`src/rtl/adc_seq_cfg.svh`:
```
// Constants for the converter sequencer: field positions, reset values
// and timing counts. Assumes inclusion by both ends; the interface does not include it.
// Function
// - Analog selection removes pin's original function
// - Analog selection drops programmed pull-high resistor
// - Analog selection overrides port direction setting
// - Codes 0-3 route inputs, others float
// - Start on complete low-high-low pulse
// - Busy set at initiation, held during
// - Busy cleared at completion
// - Completion raises interrupt request flag
// - Conversion clock is system clock over power-of-two
// - Software keeps conversion clock within range
// - Powered only while enabled; software waits settling
// - Four sample plus eight convert clock periods
// - Conversion runs without stalling the CPU
// - Software disables converter when idle; the CPU end keeps it enabled whenever i_power_req is high
// - Eight-bit read-only result register
// - Reference select 01 picks internal supply
// - First control register bit layout fixed
`ifndef ADC_SEQ_CFG_SVH
`define ADC_SEQ_CFG_SVH
// ----------------------------------------------------------------------
// First control register fields
// ----------------------------------------------------------------------
`define CTL0_START_BIT 7
`define CTL0_BUSY_BIT 6
`define CTL0_EN_BIT 5
`define CTL0_CH_MSB 3
`define CTL0_CH_LSB 0
`define CTL0_RESET 8'h00
// ----------------------------------------------------------------------
// Second control register fields
// ----------------------------------------------------------------------
`define CTL1_REF_MSB 4
`define CTL1_REF_LSB 3
`define CTL1_DIV_MSB 2
`define CTL1_DIV_LSB 0
`define CTL1_RESET 8'h00
`define REF_INTERNAL 2'h1
// ----------------------------------------------------------------------
// Timing in conversion clock periods, and the channel count
// ----------------------------------------------------------------------
`define SAMPLE_PERIODS 4'h4
`define CONVERT_PERIODS 4'h8
`define TOTAL_PERIODS 4'hC
`define NUM_CHANNELS 4
`endif

```
`src/rtl/adc_seq_pkg.sv`:
```
// Types used by the device end of the converter sequencer.
// Assumes nothing beyond the constants header.
package adc_seq_pkg;
  typedef enum logic [1:0] {
    SEQ_IDLE,
    SEQ_SAMPLE,
    SEQ_CONVERT
  } seq_state_t;
  typedef logic [7:0] byte_t;
endpackage : adc_seq_pkg

```
`src/rtl/adc_sfr_if.sv`:
```
// Special function register link between CPU side and converter.
// Assumes a common clock; the CPU writes whole control bytes.
`timescale 1ns/1ps
interface adc_sfr_if;
  logic ctl0_wr;
  logic [7:0] ctl0_wdata;
  logic ctl1_wr;
  logic [7:0] ctl1_wdata;
  logic [7:0] ctl0_rdata;
  logic [7:0] ctl1_rdata;
  logic [7:0] result_rdata;
  logic conv_done;
  modport dev (
    input ctl0_wr, ctl0_wdata, ctl1_wr, ctl1_wdata,
    output ctl0_rdata, ctl1_rdata, result_rdata, conv_done
  );
  modport cpu (
    output ctl0_wr, ctl0_wdata, ctl1_wr, ctl1_wdata,
    input ctl0_rdata, ctl1_rdata, result_rdata, conv_done
  );
endinterface : adc_sfr_if

```
`src/rtl/adc_seq_dev.sv`:
```
// Converter control end: control registers, start pulse detection,
// clock divider, sample/convert sequence, pin-share override.
// Assumes the analog comparator delivers a byte when asked to sample.
`timescale 1ns/1ps
`include "adc_seq_cfg.svh"
module adc_seq_dev (
  input wire logic i_core_clk, // System clock
  input wire logic i_nrst, // Sync reset, active low
  input wire logic i_ce, // Clock enable
  adc_sfr_if.dev sfr, // Register link
  input wire logic [3:0] i_pin_share, // Pin selected as analog input
  input wire logic [3:0] i_port_out, // Port output data
  input wire logic [3:0] i_port_oe, // Port direction, 1 drives
  input wire logic [3:0] i_pull_en, // Programmed pull-high
  input wire logic [7:0] i_analog_code, // Comparator result byte
  output logic [3:0] o_pin_out, // Pin output data
  output logic [3:0] o_pin_oe, // Pin output enable
  output logic [3:0] o_pull_on, // Pull-high actually connected
  output logic [3:0] o_chan_route, // One-hot analog routing
  output logic o_ref_internal, // Reference from supply
  output logic o_power_on, // Analog power
  output logic o_sample, // Sample switch closed
  output logic o_int_req // Interrupt request pulse
);
  // --------------------------------------------------------------------
  // State
  // --------------------------------------------------------------------
  logic start_ff;
  logic nxt_start;
  logic busy_ff;
  logic nxt_busy;
  logic en_ff;
  logic nxt_en;
  logic [3:0] ch_ff;
  logic [3:0] nxt_ch;
  logic [4:0] ctl1_ff;
  logic [4:0] nxt_ctl1;
  logic [7:0] res_ff;
  logic [7:0] nxt_res;
  logic [6:0] div_ff;
  logic [6:0] nxt_div;
  logic [3:0] per_ff;
  logic [3:0] nxt_per;
  logic irq_ff;
  logic nxt_irq;
  adc_seq_pkg::seq_state_t st_ff;
  adc_seq_pkg::seq_state_t nxt_st;
  logic [3:0] pout_ff;
  logic [3:0] poe_ff;
  logic [3:0] pull_ff;
  logic [3:0] route_ff;
  logic ref_ff;
  logic nxt_ref;
  logic samp_ff;
  logic nxt_samp;
  // Divider runs free while idle and is re-phased at each start
  logic tick;
  logic [6:0] div_top;
  // --------------------------------------------------------------------
  // Divider and sequence
  // --------------------------------------------------------------------
  always_comb begin
    // Terminal count of the divider is two to the select, minus one
    div_top = 7'(({7'h0, 1'b1} << ctl1_ff[`CTL1_DIV_MSB:`CTL1_DIV_LSB])
      - 8'h01);
    tick = (div_ff == div_top);
  end
  always_comb begin
    nxt_start = start_ff;
    nxt_en = en_ff;
    nxt_ch = ch_ff;
    nxt_ctl1 = ctl1_ff;
    nxt_busy = busy_ff;
    nxt_res = res_ff;
    nxt_irq = 1'b0;
    nxt_st = st_ff;
    nxt_per = per_ff;
    nxt_div = tick ? 7'h00 : 7'(div_ff + 7'h01);
    // Writes land every enabled cycle; the old start bit marks the edge
    if (sfr.ctl0_wr) begin
      nxt_start = sfr.ctl0_wdata[`CTL0_START_BIT];
      nxt_en = sfr.ctl0_wdata[`CTL0_EN_BIT];
      nxt_ch = sfr.ctl0_wdata[`CTL0_CH_MSB:`CTL0_CH_LSB];
    end
    if (sfr.ctl1_wr)
      nxt_ctl1 = sfr.ctl1_wdata[4:0];
    case (st_ff)
      adc_seq_pkg::SEQ_IDLE: begin
        // Falling start edge after a high completes the pulse
        if (start_ff && !nxt_start && en_ff) begin
          nxt_st = adc_seq_pkg::SEQ_SAMPLE;
          nxt_busy = 1'b1;
          nxt_per = 4'h0;
          nxt_div = 7'h00;
        end
      end
      adc_seq_pkg::SEQ_SAMPLE: begin
        // Runs in hardware; CPU keeps executing meanwhile
        if (tick) begin
          nxt_per = 4'(per_ff + 4'h1);
          if (nxt_per == `SAMPLE_PERIODS)
            nxt_st = adc_seq_pkg::SEQ_CONVERT;
        end
      end
      adc_seq_pkg::SEQ_CONVERT: begin
        if (tick) begin
          nxt_per = 4'(per_ff + 4'h1);
          if (nxt_per == `TOTAL_PERIODS) begin
            nxt_st = adc_seq_pkg::SEQ_IDLE;
            nxt_busy = 1'b0;
            nxt_irq = 1'b1;
            nxt_res = i_analog_code;
          end
        end
      end
      default: nxt_st = adc_seq_pkg::SEQ_IDLE;
    endcase
    // Dropping power before the final tick abandons a conversion; the result is kept
    if (!nxt_en) begin
      nxt_st = adc_seq_pkg::SEQ_IDLE;
      nxt_busy = 1'b0;
    end
  end
  always_ff @(posedge i_core_clk) begin
    if (!i_nrst) begin
      start_ff <= 1'b0;
      en_ff <= 1'b0;
      ch_ff <= 4'h0;
      ctl1_ff <= 5'h00;
      busy_ff <= 1'b0;
      res_ff <= 8'h00;
      irq_ff <= 1'b0;
      st_ff <= adc_seq_pkg::SEQ_IDLE;
      per_ff <= 4'h0;
      div_ff <= 7'h00;
    end else if (i_ce) begin
      start_ff <= nxt_start;
      en_ff <= nxt_en;
      ch_ff <= nxt_ch;
      ctl1_ff <= nxt_ctl1;
      busy_ff <= nxt_busy;
      res_ff <= nxt_res;
      irq_ff <= nxt_irq;
      st_ff <= nxt_st;
      per_ff <= nxt_per;
      div_ff <= nxt_div;
    end
  end
  // --------------------------------------------------------------------
  // Pin-share override, one copy per pin
  // --------------------------------------------------------------------
  genvar g;
  generate
    for (g = 0; g < `NUM_CHANNELS; g++) begin : g_pin
      // Pins handed to the converter lose drive and pull-high on the next enabled clock
      logic nxt_pout;
      logic nxt_poe;
      logic nxt_pull;
      logic nxt_route;
      always_comb begin
        nxt_pout = i_pin_share[g] ? 1'b0 : i_port_out[g];
        nxt_poe = i_pin_share[g] ? 1'b0 : i_port_oe[g];
        nxt_pull = i_pull_en[g] && !i_pin_share[g];
        nxt_route = (ch_ff == 4'(g));
      end
      always_ff @(posedge i_core_clk) begin
        if (!i_nrst) begin
          pout_ff[g] <= 1'b0;
          poe_ff[g] <= 1'b0;
          pull_ff[g] <= 1'b0;
          route_ff[g] <= 1'b0;
        end else if (i_ce) begin
          pout_ff[g] <= nxt_pout;
          poe_ff[g] <= nxt_poe;
          pull_ff[g] <= nxt_pull;
          route_ff[g] <= nxt_route;
        end
      end
    end
  endgenerate
  // --------------------------------------------------------------------
  // Reference and sample flags
  // --------------------------------------------------------------------
  // Sample flag follows the next state so it lines up with st_ff
  always_comb begin
    nxt_ref = (ctl1_ff[`CTL1_REF_MSB:`CTL1_REF_LSB] == `REF_INTERNAL);
    nxt_samp = (nxt_st == adc_seq_pkg::SEQ_SAMPLE);
  end
  always_ff @(posedge i_core_clk) begin
    if (!i_nrst) begin
      ref_ff <= 1'b0;
      samp_ff <= 1'b0;
    end else if (i_ce) begin
      ref_ff <= nxt_ref;
      samp_ff <= nxt_samp;
    end
  end
  // --------------------------------------------------------------------
  // Outputs
  // --------------------------------------------------------------------
  // Read-back comes straight from the control flops, never from inputs
  assign sfr.ctl0_rdata = {start_ff, busy_ff, en_ff, 1'b0, ch_ff};
  assign sfr.ctl1_rdata = {3'h0, ctl1_ff};
  assign sfr.result_rdata = res_ff;
  assign sfr.conv_done = irq_ff;
  assign o_pin_out = pout_ff;
  assign o_pin_oe = poe_ff;
  assign o_pull_on = pull_ff;
  assign o_chan_route = route_ff;
  assign o_ref_internal = ref_ff;
  assign o_power_on = en_ff;
  assign o_sample = samp_ff;
  assign o_int_req = irq_ff;
endmodule : adc_seq_dev

```
`src/flat_wrapper.sv`:
```
// flat-port wrapper written by rule: the top's interface ports become plain ports
module adc_seq_dev_flat 
  (i_core_clk, i_nrst, i_ce, i_pin_share, i_port_out, i_port_oe, i_pull_en, i_analog_code, o_pin_out, o_pin_oe, o_pull_on, o_chan_route, o_ref_internal, o_power_on, o_sample, o_int_req, sfr_ctl0_wr, sfr_ctl0_wdata, sfr_ctl1_wr, sfr_ctl1_wdata, sfr_ctl0_rdata, sfr_ctl1_rdata, sfr_result_rdata, sfr_conv_done);
  adc_sfr_if sfr_i ();
  input wire logic i_core_clk;
  input wire logic i_nrst;
  input wire logic i_ce;
  input wire logic [3:0] i_pin_share;
  input wire logic [3:0] i_port_out;
  input wire logic [3:0] i_port_oe;
  input wire logic [3:0] i_pull_en;
  input wire logic [7:0] i_analog_code;
  output logic [3:0] o_pin_out;
  output logic [3:0] o_pin_oe;
  output logic [3:0] o_pull_on;
  output logic [3:0] o_chan_route;
  output logic o_ref_internal;
  output logic o_power_on;
  output logic o_sample;
  output logic o_int_req;
  input wire logic [$bits(sfr_i.ctl0_wr)-1:0] sfr_ctl0_wr;
  input wire logic [$bits(sfr_i.ctl0_wdata)-1:0] sfr_ctl0_wdata;
  input wire logic [$bits(sfr_i.ctl1_wr)-1:0] sfr_ctl1_wr;
  input wire logic [$bits(sfr_i.ctl1_wdata)-1:0] sfr_ctl1_wdata;
  output wire logic [$bits(sfr_i.ctl0_rdata)-1:0] sfr_ctl0_rdata;
  output wire logic [$bits(sfr_i.ctl1_rdata)-1:0] sfr_ctl1_rdata;
  output wire logic [$bits(sfr_i.result_rdata)-1:0] sfr_result_rdata;
  output wire logic [$bits(sfr_i.conv_done)-1:0] sfr_conv_done;
  assign sfr_i.ctl0_wr = sfr_ctl0_wr;
  assign sfr_i.ctl0_wdata = sfr_ctl0_wdata;
  assign sfr_i.ctl1_wr = sfr_ctl1_wr;
  assign sfr_i.ctl1_wdata = sfr_ctl1_wdata;
  assign sfr_ctl0_rdata = sfr_i.ctl0_rdata;
  assign sfr_ctl1_rdata = sfr_i.ctl1_rdata;
  assign sfr_result_rdata = sfr_i.result_rdata;
  assign sfr_conv_done = sfr_i.conv_done;
  adc_seq_dev u_core (.i_core_clk(i_core_clk), .i_nrst(i_nrst), .i_ce(i_ce), .sfr(sfr_i), .i_pin_share(i_pin_share), .i_port_out(i_port_out), .i_port_oe(i_port_oe), .i_pull_en(i_pull_en), .i_analog_code(i_analog_code), .o_pin_out(o_pin_out), .o_pin_oe(o_pin_oe), .o_pull_on(o_pull_on), .o_chan_route(o_chan_route), .o_ref_internal(o_ref_internal), .o_power_on(o_power_on), .o_sample(o_sample), .o_int_req(o_int_req));
endmodule
```
`config.mk`:
```
export PLATFORM = sky130hd
export DESIGN_NAME = adc_seq_dev_flat
export DESIGN_NICKNAME = d
export VERILOG_FILES = /design/src/rtl/adc_seq_pkg.sv /design/src/rtl/adc_sfr_if.sv /design/src/rtl/adc_seq_dev.sv /design/src/flat_wrapper.sv
export VERILOG_INCLUDE_DIRS = /design/src /design/src/rtl
export SDC_FILE = /design/constraint.sdc
export NUM_CORES = 1
export LEC_CHECK = 0
export ABC_AREA = 1
export BUFFER_PORTS_ARGS = -buffer_cell sky130_fd_sc_hd__buf_4
export CORE_MARGIN = 1
export CORE_UTILIZATION = 43
export CTS_CLUSTER_DIAMETER = 150
export CTS_CLUSTER_SIZE = 25
export DETAILED_ROUTE_END_ITERATION = 8
export GPL_TIMING_DRIVEN = 0
export PLACE_DENSITY = 0.71
export SYNTH_ARGS = -nofsm -noshare
export SYNTH_HDL_FRONTEND = slang
export SYNTH_SLANG_ARGS = --single-unit
```
`constraint.sdc`:
```
create_clock -name i_core_clk -period 5.5 [get_ports i_core_clk]
set_input_delay 0.275 -clock i_core_clk [delete_from_list [all_inputs] [get_ports i_core_clk]]
set_output_delay 0.275 -clock i_core_clk [all_outputs]
set_load 0.02 [all_outputs]
```
Yosys cells after proc, flatten, opt, wreduce, memory -nomap -nowiden
Index checks and enable logic that the tools add are counted.
{"block": "word_totals", "reg_bits": 52, "output_inout_bits": 45, "elab_cells": 99}
{"block": "classes", "add_sub_neg": 3, "eq_ne": 16, "shifts": 1, "muxes": 31, "reduce_logical": 20}
{"cell": "two-way mux 7 bit", "count": 3}
{"cell": "two-way mux 1 bit", "count": 17}
{"cell": "two-way mux 2 bit", "count": 6}
{"cell": "inequality test 3 bit (second input constant)", "count": 4}
{"cell": "== test 4 x 2 -> 1 bit (second input constant)", "count": 2}
{"cell": "two-way mux 4 bit", "count": 2}
{"cell": "one-hot mux 4 bit (2 select lines)", "count": 1}
{"cell": "AND reduction 4 bit", "count": 2}
{"cell": "adder 7 x 1 -> 7 bit (second input constant)", "count": 1}
{"cell": "== test 7 bit", "count": 1}
{"cell": "<< shifter 1 x 3 -> 7 bit (first input constant)", "count": 1}
{"cell": "subtractor 7 x 1 -> 7 bit (second input constant)", "count": 1}
{"cell": "== test 2 x 1 -> 1 bit (second input constant)", "count": 3}
{"cell": "logical AND 1 bit", "count": 6}
{"cell": "one-hot mux 2 bit (3 select lines)", "count": 1}
{"cell": "zero test 1 bit", "count": 5}
{"cell": "AND reduction 5 bit", "count": 1}
{"cell": "adder 4 x 1 -> 4 bit (second input constant)", "count": 1}
{"cell": "== test 4 x 1 -> 1 bit (second input constant)", "count": 1}
{"cell": "== test 4 x 3 -> 1 bit (second input constant)", "count": 1}
{"cell": "== test 4 bit (second input constant)", "count": 1}
{"cell": "zero test 4 bit", "count": 1}
{"cell": "inequality test 2 x 1 -> 1 bit (second input constant)", "count": 2}
{"cell": "AND reduction 2 bit", "count": 2}
{"cell": "other kinds (5)", "count": 5}

Longest topological paths before layout
{"block": "logic_depth", "ltp_word": 8, "depth_mapped": 17, "mapped_depth_nobuf": 17}

Worst setup path after synthesis
OpenSTA, ideal clock, no wires.
{"block": "synth_timing", "path_type": "register to register", "from": "reg u_core.ctl1_ff[1]", "to": "reg u_core.busy_ff", "arrival_ps": 1949, "t_required_ps": 5368, "path_slack_ps": 3419, "path_stages_with_launch": 17, "path_buffers": 0, "period_less_slack_ps": 2081, "path_cell_list": "dfxtp_1 nor2_1 nand2_1 ha_1 inv_1 nand2_1 nand2_1 o21ai_1 nand2_1 nor2_4 nand3_2 nand2_2 nand2_1 nand2_1 nand3_1 nand2_1 a21oi_1"}
{"block": "synth_between", "elab_chain_cells": 5}
{"item": "from (decl)", "line_no": "adc_seq_dev.sv:36", "source": "logic [4:0] ctl1_ff;"}
{"item": "from (signal assigned)", "line_no": "adc_seq_dev.sv:140", "source": "ctl1_ff <= nxt_ctl1;"}
{"item": "<< shifter 1 x 3 -> 7 bit", "line_no": "adc_seq_dev.sv:64", "source": "div_top = 7'(({7'h0, 1'b1} << ctl1_ff[`CTL1_DIV_MSB:`CTL1_DIV_LSB])"}
{"item": "subtractor 7 x 1 -> 7 bit", "line_no": "adc_seq_dev.sv:64"}
{"item": "== test 7 bit", "line_no": "adc_seq_dev.sv:66", "source": "tick = (div_ff == div_top);"}
{"item": "inequality test 3 bit (no line)"}
{"item": "AND reduction 5 bit (no line)"}
{"item": "to (signal assigned)", "line_no": "adc_seq_dev.sv:141", "source": "busy_ff <= nxt_busy;"}
{"item": "to (decl)", "line_no": "adc_seq_dev.sv:30", "source": "logic busy_ff;"}
No other way between the ends.
A chain may end at the register's enable or synchronous reset.

Worst setup path after layout
{"block": "layout_timing", "from": "reg u_core.ctl1_ff[2]", "to": "reg u_core.res_ff[7] (netlist: u_core.sfr.result_rdata[7])"}
{"block": "layout_between", "elab_chain_cells": 4}
{"item": "<< shifter 1 x 3 -> 7 bit", "line_no": "adc_seq_dev.sv:64"}
{"item": "subtractor 7 x 1 -> 7 bit", "line_no": "adc_seq_dev.sv:64"}
{"item": "== test 7 bit", "line_no": "adc_seq_dev.sv:66"}
{"item": "AND reduction 4 bit (no line)"}
{"item": "to (signal assigned)", "line_no": "adc_seq_dev.sv:142", "source": "res_ff <= nxt_res;"}
{"item": "to (decl)", "line_no": "adc_seq_dev.sv:38", "source": "logic [7:0] res_ff;"}
No other way between the ends.

==> metrics.md <==
| Metric | Value |
|---|---|
| Placed insts | 514 |
| Fin crit period | between 2 and 2.5 ns |
| Share of cells above drive strength 1 | between 20% and 30% |
| Antenna fix cells | 0 |
| RSZ-0062 raised after global routing | false |
| Setup violators final | 0 |
| Count of pins over their slew limit | 0 |
| Post-CTS sizing | 0 |
| Yosys cell types | 25 |
| Final Hold Viols | 0 |
| FF-to-FF path depth | 14 |
| Initial antenna violation count | 0 |
| Clock latency at the later pin of the worst-skew pair | ~0.31 ns |
| Arrival time at the worst endpoint | around 2.5 ns |
| Total Power | around 0.00076 W |
| Worst Tran Pin Value | roughly 0.54 ns |
| Starting Density | 45.0% |
| Power per Cell Area | around 230 nW/µm² |
| Wire per inst | 11.2 µm |
| Pin count of the biggest net entering global routing | 17 |
| Reg-to-reg slack, setup | 3.19 ns |
| Hold WC Path Type | primary input to register |
| Yosys warns | 0 |
| Worst Setup SP | u_core.ctl1_ff[2]$_SDFFE_PN0P_ |
| Total CTS buffers | 5 |
| Area of the multi-input gates | about 1200 µm² |
| Area Growth Syn to Fin | 31.1% |
| Antenna Violating Nets Remaining | 0 |
| Post-CTS setup buffer count | 0 |
| I/O Buffers | between 70 and 80 |
| Worst-path clk slew | approximately 0.1 ns |
| TritonCTS sink count | 52 |
| Peak Freq | between 400 and 500 MHz |
| Dpl hpwl | 4.39 mm |
| Clock share of power | between 20 and 30% |
| Via/cell ratio | between 4 and 5 |
| Placer Congestion | roughly 0.87 |
| Std cell rows | 27 |
| Max transition margin | ~64% |
| Top cell type's share of synthesized area | between 40% and 50% |
| Worst-path fanout max | 9 |
| Hold WS | around 0.19 ns |
| Synth area leaders | dfxtp_1 (41%), nand2_1 (12%), a21oi_1 (7.8%), nand3_1 (6.6%), nor2_1 (6.3%) |
| Leak | ~1.5 nW |
| DRC errors left | 0 |
| Place WS | ~3.2 ns |
| CTS tree | yes |
| Hold wc startpoint | i_analog_code[5] |
| Pint | between 0.0005 and 0.0006 W |
| Mean Syn Cell Area | 6.97 µm² |
| Final TNS setup | 0 ns |
| Most common cell after layout, fill and taps aside | buf_4 |
| Logic pwr share | a little under a fifth |
| Max clock buf depth | 2 |
| Max Clock Skew | around 0.0093 ns |
| Net Sw Frac | between 20% and 30% |
| Core footprint | 5570 µm² |
| Overall Global Routing Usage | about a fifth |
| Net Switching | 0.000216 W |
| Post-synth top area cell | dfxtp_1 |
| Crit end category | register |
| Vias in the first global route | approximately 2300 |
| Reg-to-reg endpoint | u_core.sfr.result_rdata[7]$_SDFFE_PN0P_ |
| Final Worst Setup Slack | approximately 3.2 ns |
| CTS Hold Bufs | 0 |
| IO Count | 90 |
| 1st-iter DRT viols | 85 |
| Seq pwr share | between 50% and 60% |
| Status | finished clean |
| Cell Area, Synth | 2510 µm² |
| CTS H-tree lvls | 2 |
| Number of flops mapped to enable cells by yosys | 0 |
| Fin nets | 501 |
| First-pass GRT wire length | 9.87 mm |
| Pre-Repair DR Iteration Count | 4 |
| Die height | between 70 and 80 µm |
| GRT overflow | 0 |
| Most frequent cells in the layout | buf_4 (87), nand2_1 (80), dfxtp_1 (52) |
| Die X | just under 80 µm |
| Die area | roughly 6100 µm² |
| Sequential share of the synthesized area | between 40% and 50% |
| Max-cap violations | 0 |
| Maximum VDD drop | about 0.14 mV |
| Finished Layout Cells | around 520 |
| R2r startpoint | u_core.ctl1_ff[2]$_SDFFE_PN0P_ |
| CP Class | register to register |
| Hold path cells | 3 |
| Cells after synthesis | between 300 and 400 |
| Tcrit/Tclk final | between 40% and 50% |
| Post-synthesis register bit count | 52 |
| Critical Path RT | around 5.7 ns |
| Clk root buf | clkbuf_8 |
| Ys flop type | dfxtp_1 |
| Startpoint Class | register |
| Async set-reset flop share out of synthesis | 0% |
| Hold EP | u_core.sfr.result_rdata[5]$_SDFFE_PN0P_ |
| Final WL | 5.84 mm |
| Seq. cell area | 1040 µm² |
| Via Count | ~2500 |
| Filler Cells Inserted | between 500 and 600 |
[cell families after synthesis]
group           after synthesis  synth area share [%]
compound gates               64                  13.0
simple gates                173                  29.8
fa+ha+maj                     7                  3.49
other cells                   1                 0.149
buf+inv                      56                  9.68
xor+xnor                      7                  2.44
flops                        52                  41.5
[how the worst max path moves through the flow]
stage	to	slack, ns
finish	u_core.sfr.result_rdata[7]$_SDFFE_PN0P_	3.19
global route	u_core.sfr.result_rdata[1]$_SDFFE_PN0P_	2.79
CTS	u_core.sfr.result_rdata[2]$_SDFFE_PN0P_	3.17
detailed placement	u_core.sfr.result_rdata[7]$_SDFFE_PN0P_	3.18
global placement	u_core.sfr.result_rdata[4]$_SDFFE_PN0P_	3.20
floorplan	u_core.busy_ff$_SDFFE_PN0P_	3.42
[flip-flops by register name, summed over array words and instances (netlist names)]
| register | cells |
|---|---|
| u_core.o_int_req | 1 |
| u_core.start_ff | 1 |
| u_core.sfr.result_rdata | 8 |
| u_core.o_chan_route | 4 |
| u_core.ctl1_ff | 5 |
| u_core.st_ff | 2 |
| u_core.o_pin_oe | 4 |
| u_core.o_power_on | 1 |
| u_core.o_sample | 1 |
| u_core.per_ff | 4 |
| u_core.busy_ff | 1 |
| u_core.div_ff | 7 |
| u_core.ch_ff | 4 |
| u_core.o_ref_internal | 1 |
| u_core.o_pull_on | 4 |
| u_core.o_pin_out | 4 |
[critical path: stages, from the launching register on]
cell	delay, ns
dfxtp_1	0.51
inv_2	0.12
nand2_1	0.12
ha_1	0.26
inv_1	0.10
nand2_1	0.08
nand2_1	0.07
o21ai_1	0.12
nand2_1	0.09
nor2_4	0.14
nand3_2	0.12
nor2_4	0.20
inv_2	0.12
nor2_1	0.10
nor2_1	0.05
[stage by stage]
stage | cell area (µm²) | util (%)
2_1_floorplan | 2520 | -
3_3_place_gp | 3200 | 57.5
3_5_place_dp | 3200 | 57.5
4_1_cts | 3290 | 59.0
5_1_grt | 3290 | 59.0
6_report | 3290 | 59.0
[power groups by stage]
stage	Combinational [W]	Clock, W	Sequential (W)
6_report	0.000137	0.000218	0.000400
5_1_grt	0.000154	0.000240	0.000402
4_1_cts	0.000138	0.000226	0.000400
3_5_place_dp	0.000137	0	0.000409
3_3_place_gp	0.000136	0	0.000409
2_1_floorplan	0.0000723	0	0.000419
[cell type report]
type	instances	share of cell area, %
buffer	19	3.16
clock buffer	6	2.21
clock inverter	2	0.418
inverter	37	4.22
multi-input combinational	255	37.6
sequential	52	31.6
tap	72	2.74
timing repair buffer	79	18.0
[per-layer routing]
| metal | wire (µm) | GRT usage, % | vias to the layer above |
|---|---|---|---|
| met3 | 289 | 4.77 | 8 |
| met2 | 2720 | 35.4 | 54 |
| met1 | 2760 | 24.5 | 1082 |
| met4 | 68 | 5.56 | 0 |
| met5 | 0 | 0 | - |
| li1 | - | - | 1331 |
[synth_stat cells, types with 3 or more instances]
library cell and instances:
nand2_2 3, clkbuf_1 8, buf_4 8, inv_1 32
dfxtp_1 52, nand4_1 8, nand3_1 33, a21oi_1 39
inv_2 5, nand2_1 80, xor2_1 6, o21ai_0 22
ha_1 7, nor2_1 42
Note: power is estimated with default switching activity, not from simulation.
